===== config.mk =====
export PLATFORM = sky130hd
export DESIGN_NAME = eiw_ctrl
export DESIGN_NICKNAME = d
export VERILOG_FILES = /design/src/hdl/eiw_pkg.sv /design/src/hdl/eiw_ctrl.sv
export VERILOG_INCLUDE_DIRS = /design/src /design/src/hdl
export SDC_FILE = /design/constraint.sdc
export NUM_CORES = 1
export LEC_CHECK = 0
export BUFFER_PORTS_ARGS = -buffer_cell sky130_fd_sc_hd__buf_2
export CAP_MARGIN = 10
export CORE_MARGIN = 1
export CORE_UTILIZATION = 45
export DETAILED_ROUTE_END_ITERATION = 6
export PLACE_DENSITY_LB_ADDON = 0.2
export SYNTH_ARGS = -nofsm -noshare
export SYNTH_HDL_FRONTEND = slang
export SYNTH_SLANG_ARGS = --single-unit

===== constraint.sdc =====
create_clock -name clk_sys -period 3.4 [get_ports clk_sys]
set_input_delay 0.17 -clock clk_sys [delete_from_list [all_inputs] [get_ports clk_sys]]
set_output_delay 0.17 -clock clk_sys [all_outputs]
set_load 0.02 [all_outputs]

===== src/hdl/eiw_cfg.svh =====
// eiw_cfg.svh: offsets, field positions, reset values and counts for the pin interrupt block
// assumes: included by bare name after the eiw package
`ifndef EIW_CFG_SVH
`define EIW_CFG_SVH

// line count and register geometry
`define EIW_LINES        16
`define EIW_ADDR_W       12
`define EIW_DATA_W       32
`define EIW_LINE_MSB     15
`define EIW_WORD_LSB     2

// register byte offsets
`define EIW_OFF_ENCLR    12'h008
`define EIW_OFF_ENSET    12'h00C
`define EIW_OFF_FLAG     12'h010
`define EIW_OFF_WAKE     12'h014
`define EIW_OFF_CFG0     12'h018
`define EIW_OFF_CFG1     12'h01C

// reset values
`define EIW_RST_LINES    16'h0000
`define EIW_RST_WORD     32'h0000_0000
`define EIW_RST_SENSE    3'h0

// sense field layout inside a config word
`define EIW_CFG_LINES    8
`define EIW_CFG_STRIDE   4
`define EIW_SENSE_W      3

// input synchroniser depth
`define EIW_SYNC_DEPTH   3

`endif


===== src/hdl/eiw_pkg.sv =====
// eiw_pkg.sv: types shared by the pin interrupt block
// assumes: compiled before any design module
package eiw_pkg;

    // per-line detection select
    typedef enum logic [2:0] {
        EIW_SENSE_NONE = 3'h0,
        EIW_SENSE_RISE = 3'h1,
        EIW_SENSE_FALL = 3'h2,
        EIW_SENSE_BOTH = 3'h3,
        EIW_SENSE_HIGH = 3'h4,
        EIW_SENSE_LOW  = 3'h5,
        EIW_SENSE_RSV6 = 3'h6,
        EIW_SENSE_RSV7 = 3'h7
    } eiw_sense_e;

    // register selected by an APB address
    typedef enum logic [2:0] {
        EIW_REG_NONE  = 3'h0,
        EIW_REG_ENCLR = 3'h1,
        EIW_REG_ENSET = 3'h2,
        EIW_REG_FLAG  = 3'h3,
        EIW_REG_WAKE  = 3'h4,
        EIW_REG_CFG0  = 3'h5,
        EIW_REG_CFG1  = 3'h6
    } eiw_reg_e;

    typedef logic [15:0] eiw_line_t;

endpackage : eiw_pkg


===== src/hdl/eiw_ctrl.sv =====
// eiw_ctrl.sv: pin interrupt enable, flag and wake controller with an APB register slave
// assumes: pins are asynchronous to clk_sys; write lock comes from logic on clk_sys
//
// The APB register port was left to the implementer.
`timescale 1ns/1ps

`include "eiw_cfg.svh"

module eiw_ctrl
    import eiw_pkg::*;
(
    // clock and reset
    input  wire logic                    clk_sys,
    input  wire logic                    rst,
    // apb slave
    input  wire logic                    psel,
    input  wire logic                    penable,
    input  wire logic                    pwrite,
    input  wire logic [`EIW_ADDR_W-1:0]  paddr,
    input  wire logic [`EIW_DATA_W-1:0]  pwdata,
    output logic      [`EIW_DATA_W-1:0]  prdata,
    output logic                         pready,
    output logic                         pslverr,
    // write protection from the access controller
    input  wire logic                    writeLock,
    // external pins
    input  wire logic [`EIW_LINES-1:0]   pinIrqLine,
    // requests
    output logic                         irqOut,
    output logic                         wakeReq
);

    ////////////////////////////////////////////////////////////////////////////
    // address decode

    function automatic eiw_reg_e decodeReg(input logic [`EIW_ADDR_W-1:0] addr);
        eiw_reg_e sel;
        sel = EIW_REG_NONE;
        unique case (addr)
            `EIW_OFF_ENCLR: sel = EIW_REG_ENCLR;
            `EIW_OFF_ENSET: sel = EIW_REG_ENSET;
            `EIW_OFF_FLAG:  sel = EIW_REG_FLAG;
            `EIW_OFF_WAKE:  sel = EIW_REG_WAKE;
            `EIW_OFF_CFG0:  sel = EIW_REG_CFG0;
            `EIW_OFF_CFG1:  sel = EIW_REG_CFG1;
            default:        sel = EIW_REG_NONE;
        endcase
        return sel;
    endfunction

    // sense match for one line
    function automatic logic senseMatch(input logic [2:0] code, input logic cur,
                                        input logic prev);
        logic hit;
        hit = 1'b0;
        unique case (eiw_sense_e'(code))
            EIW_SENSE_RISE: hit = cur & ~prev;
            EIW_SENSE_FALL: hit = ~cur & prev;
            EIW_SENSE_BOTH: hit = cur ^ prev;
            EIW_SENSE_HIGH: hit = cur;
            EIW_SENSE_LOW:  hit = ~cur;
            default:        hit = 1'b0;
        endcase
        return hit;
    endfunction

    eiw_reg_e                 addrSel;
    logic                     setupPhase;
    logic                     wrAccess;
    logic                     wrProt;
    logic                     wrOk;
    logic                     badAccess;
    logic [`EIW_DATA_W-1:0]   rdWord;
    logic [`EIW_DATA_W-1:0]   prdata_q;
    eiw_line_t                enable_q;
    eiw_line_t                flag_q;
    eiw_line_t                wake_q;
    eiw_line_t                match;
    eiw_line_t                pinLevel_q;
    eiw_line_t                pinPrev_q;
    logic [2:0]               sense_q [`EIW_LINES];
    logic [`EIW_DATA_W-1:0]   cfgWord [2];

    assign addrSel    = decodeReg(paddr);
    assign setupPhase = psel & ~penable;
    assign wrAccess   = psel & penable & pwrite;
    assign wrProt     = (addrSel != EIW_REG_FLAG) && writeLock;
    assign badAccess  = (addrSel == EIW_REG_NONE) || (pwrite && wrProt);
    assign wrOk       = wrAccess & ~badAccess;

    ////////////////////////////////////////////////////////////////////////////
    // apb answer: zero wait states, data captured in the setup cycle

    assign pready  = psel & penable;
    assign pslverr = psel & penable & badAccess;
    assign prdata  = prdata_q;

    always_comb begin
        rdWord = `EIW_RST_WORD;
        unique case (addrSel)
            EIW_REG_ENCLR,
            EIW_REG_ENSET: rdWord = {16'h0000, enable_q};
            EIW_REG_FLAG:  rdWord = {16'h0000, flag_q};
            EIW_REG_WAKE:  rdWord = {16'h0000, wake_q};
            EIW_REG_CFG0:  rdWord = cfgWord[0];
            EIW_REG_CFG1:  rdWord = cfgWord[1];
            default:       rdWord = `EIW_RST_WORD;
        endcase
    end

    always_ff @(posedge clk_sys) begin
        if (rst) begin
            prdata_q <= `EIW_RST_WORD;
        end else if (setupPhase && !pwrite) begin
            prdata_q <= rdWord;
        end
    end

    ////////////////////////////////////////////////////////////////////////////
    // pin synchronisers and sense decoding

    genvar gi;
    generate
        for (gi = 0; gi < `EIW_LINES; gi++) begin : g_line
            logic [`EIW_SYNC_DEPTH-1:0] sync_q;

            // a change counts once the second and third stages agree
            always_ff @(posedge clk_sys) begin
                if (rst) begin
                    sync_q         <= '0;
                    pinLevel_q[gi] <= 1'b0;
                    pinPrev_q[gi]  <= 1'b0;
                end else begin
                    sync_q <= {sync_q[1:0], pinIrqLine[gi]};
                    if (sync_q[1] == sync_q[2]) begin
                        pinLevel_q[gi] <= sync_q[2];
                    end
                    pinPrev_q[gi] <= pinLevel_q[gi];
                end
            end

            assign match[gi] = senseMatch(sense_q[gi], pinLevel_q[gi], pinPrev_q[gi]);

            // sense configuration, write protected
            always_ff @(posedge clk_sys) begin
                if (rst) begin
                    sense_q[gi] <= `EIW_RST_SENSE;
                end else if (wrOk && addrSel == ((gi < `EIW_CFG_LINES) ? EIW_REG_CFG0
                                                                      : EIW_REG_CFG1)) begin
                    sense_q[gi] <= pwdata[(gi % `EIW_CFG_LINES) * `EIW_CFG_STRIDE
                                          +: `EIW_SENSE_W];
                end
            end

            assign cfgWord[gi / `EIW_CFG_LINES]
                          [(gi % `EIW_CFG_LINES) * `EIW_CFG_STRIDE +: `EIW_CFG_STRIDE]
                = {1'b0, sense_q[gi]};
        end
    endgenerate

    ////////////////////////////////////////////////////////////////////////////
    // interrupt enables

    always_ff @(posedge clk_sys) begin
        if (rst) begin
            enable_q <= `EIW_RST_LINES;
        end else if (wrOk && addrSel == EIW_REG_ENSET) begin
            enable_q <= enable_q | pwdata[`EIW_LINE_MSB:0];
        end else if (wrOk && addrSel == EIW_REG_ENCLR) begin
            enable_q <= enable_q & ~pwdata[`EIW_LINE_MSB:0];
        end
    end

    ////////////////////////////////////////////////////////////////////////////
    // flags: a match in the clearing cycle wins

    always_ff @(posedge clk_sys) begin
        if (rst) begin
            flag_q <= `EIW_RST_LINES;
        end else if (wrOk && addrSel == EIW_REG_FLAG) begin
            flag_q <= (flag_q & ~pwdata[`EIW_LINE_MSB:0]) | match;
        end else begin
            flag_q <= flag_q | match;
        end
    end

    ////////////////////////////////////////////////////////////////////////////
    // wake enables

    always_ff @(posedge clk_sys) begin
        if (rst) begin
            wake_q <= `EIW_RST_LINES;
        end else if (wrOk && addrSel == EIW_REG_WAKE) begin
            wake_q <= pwdata[`EIW_LINE_MSB:0];
        end
    end

    ////////////////////////////////////////////////////////////////////////////
    // requests

    assign irqOut  = |(flag_q & enable_q);
    assign wakeReq = |(match & wake_q);

    // per-line sense and filter checks
    for (gi = 0; gi < `EIW_LINES; gi++) begin : g_chk

    end
endmodule // eiw_ctrl


==> impl_metrics.csv <==
group,metric,value,unit
timing,drv_slew,0,
cells_and_area,fill_cells,1810,
cells_and_area,drive_gt1_frac,0.1539,
power_and_ir_drop,p_total,5500,uW
cells_and_area,stdcell_count,1394,
worst_setup_path,cp_max_fo,6,
route,viasPerCell,5.479,
route,drt_iter0_drc,665,
synthesis,yosys.cell_count.top_type,"dfxtp_1",
clock_tree,cts_tree,"built",
synthesis,synth.area.top_cells,"dfxtp_1 34%, edfxtp_1 16%, mux2i_1 5.7%",
global_route,grt_remaining_overflow,0,
power_and_ir_drop,p_per_area,488.5,mW/mm^2
timing,finalSetupViolCount,0,
synthesis,ys_ff_latch,204,
outcome,status,"finished, final reports clean",
route,via_count,7638,
die,design.portCount,102,
synthesis,syn-instance-count,972,
timing,tightest_slew,0.7445,ns
clock_tree,clkTransAtPathRegs,0.07,ns
clock_tree,cts.path.max_buffers,3,
route,drc,0,
synthesis,synth_seq_area_share,0.4926,
route,wl_per_cell,18.09,microns
global_route,antenna_found_initial,0,
synthesis,synth_edf_count,48,
synthesis,yosysTopAreaCell,"dfxtp_1",
synthesis,synth_top_area_frac,0.3371,
timing,max-slew-margin-rel,0.5037,
clock_tree,cts.sinks,204,
clock_tree,clk_latency,0.52,ns
timing,setup_tns,0,ns
timing,finClkSkew,0.01931,ns
synthesis,syn_area_per_cell,9.532,sq um
die,die_h,145.5,microns
synthesis,async_flop_share,0,
timing,period_needed,3.189,ns
global_route,grt_pass1_wl,39.36,mm
worst_hold_path,hold_path.class,"in -> reg",
timing,fmax,0.3136,GHz
worst_setup_path,endpoint_kind,"output port",
placed_design,place_inst,1311,
timing,finalCritPeriodShare,0.9380,
cells_and_area,antenna_cells,0,
die,core,0.02023,sq mm
worst_hold_path,min_from,"pwdata[21]",
cells_and_area,area_growth,21.54,%
synthesis,syn-cell-area,0.009265,sq mm
die,die-area,0.02117,sq mm
global_route,grt_use_total,0.2391,
timing,hold_viol_final,0,
synthesis,synth_flop_cell,"dfxtp_1",
cells_and_area,fin_nets,1205,
timing,rsz0062_at_grt,"no",
route,drtAntennaViolNets,0,
power_and_ir_drop,p_leak,0.004367,uW
clock_tree,ctsResizeCount,0,
clock_tree,numCtsBuffers,23,
die,die_w,145.5,microns
worst_setup_path,cp.arrival,3.02,ns
die,floorplan.rows,52,
timing,hold_slack,0.0003276,ns
clock_tree,postCtsSetupRepairBufs,0,
worst_setup_path,crit_required,3.23,ns
worst_setup_path,crit_type,"reg -> out",
global_route,grt_pass1_vias,7183,
route,firstDrtPassIters,5,
placed_design,place.gp.congestion,0.8804,
clock_tree,cts_root_buffer,"clkbuf_16",
synthesis,yosys_warnings,0,
synthesis,synth_cell_type_count,60,
worst_setup_path,r2r-start,"pinLevel_q[6]",
clock_tree,htreeDepth,1,
job,maxCapViolCount,0,
power_and_ir_drop,peakVddDrop,0.3636,mV
route,wl,25.22,mm
worst_setup_path,crit_path_start,"pinLevel_q[0]",
placed_design,hpwl,17.66,mm
die,initial_core_util,0.4579,
global_route,grt_max_degree,75,
worst_setup_path,startpoint_type,"flop",
synthesis,synthTopCellsByCount,"156 x dfxtp_1, 104 x nand2_1, 69 x nor2b_1",
placed_design,numPortBuffers,93,
-- registers in the layout (all words and copies together), names as in the netlist, named ones only --
register and cells:
sense_q 48, pinPrev_q 16, prdata 28, flag_q 16
pinLevel_q 16, wake_q 16, g_line.sync_q 48
-- final timing paths --
path / endpoint / slack, ns / depth (start not counted)
setup / recovery: wakeReq / 0.21 / 8
hold reg to reg: g_line[5].sync_q[1] / 0.44 / 1
hold / removal: sense_q[1][16] / 0.0003 / 3
setup reg to reg: flag_q[6] / 1.67 / 6
-- area by class of cell --
cell class | count | area [sq um] | area share
clock buffers | 28 | 666.9 | 0.05922
clock inverters | 14 | 142.6 | 0.01267
inverters | 57 | 214.0 | 0.01900
multi-input cells | 666 | 4287 | 0.3807
flip-flops and latches | 204 | 4564 | 0.4053
well taps | 270 | 337.8 | 0.03000
repair buffers | 155 | 1049 | 0.09311
-- through the flow --
| step | utilization | instance area (sq um) | setup slack, ns |
|---|---|---|---|
| final | 0.5565 | 11260 | 0.2108 |
| after global routing | 0.5565 | 11260 | 0.1447 |
| after CTS | 0.5565 | 11260 | 0.2262 |
| after detailed placement | 0.4962 | 10040 | 0.5271 |
| after global placement | 0.4962 | 10040 | 0.5911 |
| after floorplan | - | 9276 | 0.7522 |
-- logic make-up after synthesis --
kind of cell,count (synthesis),share of synthesized area
AOI/OAI and AO/OA,212,0.1541
xor gates and xnor gates,8,0.007563
adders and majority gates,32,0.04321
buffers and inverters,105,0.04632
DFF,204,0.4926
muxes,53,0.05726
other,1,0.0004047
and+or+nand+nor,357,0.1985
-- placed cells by master (no fill, tap or decap), types with 5 or more instances in the layout --
master and instances:
mux2i_1 53, inv_1 56, nor2_1 67, nand3b_1 15, ha_1 32, dfxtp_1 156, nand2b_1 36, edfxtp_1 48
a22o_1 32, buf_2 92, o21ai_2 10, a222oi_1 12, buf_4 21, nor2b_1 69, a211oi_1 14, nand4_1 6
clkbuf_16 25, o21ai_0 58, xnor2_1 6, nand2_1 104, o211a_1 5, a21oi_1 52, dlygate4sd3_1 41, nor3_1 32
-- critical path, stage by stage, from the launching register on --
cell and delay (ns):
dfxtp_1 0.43, inv_1 0.09, ha_1 0.27, nand2b_1 0.09, a211oi_1 0.08, o21ai_0 0.52
nand4_1 0.31, or4_1 0.53, buf_2 0.19
-- repair_timing --
| item | in CTS | in global routing |
|---|---|---|
| endpoints found under the setup margin | 0 | 0 |
| hold buffers | 41 | 0 |
| hold endpoints to repair | 68 | 0 |
-- metal layers --
layer,up-vias,routed length [microns],track usage,part of all wire
met1,3610,11180,0.3222,0.44
li1,3688,-,-,-
met3,66,1585,0.03292,0.063
met4,0,824,0.09579,0.033
met5,-,0,0,0
met2,274,11640,0.3882,0.46
-- where the power goes --
part           total, uW  switching [uW]  leakage [uW]  internal (uW)
combinational        307             171       0.00224            136
sequential          2610            64.7       0.00172           2540
clock               2580            1020      0.000400           1560
total               5500            1260       0.00437           4240
Note: power is estimated with default switching activity, not from simulation.
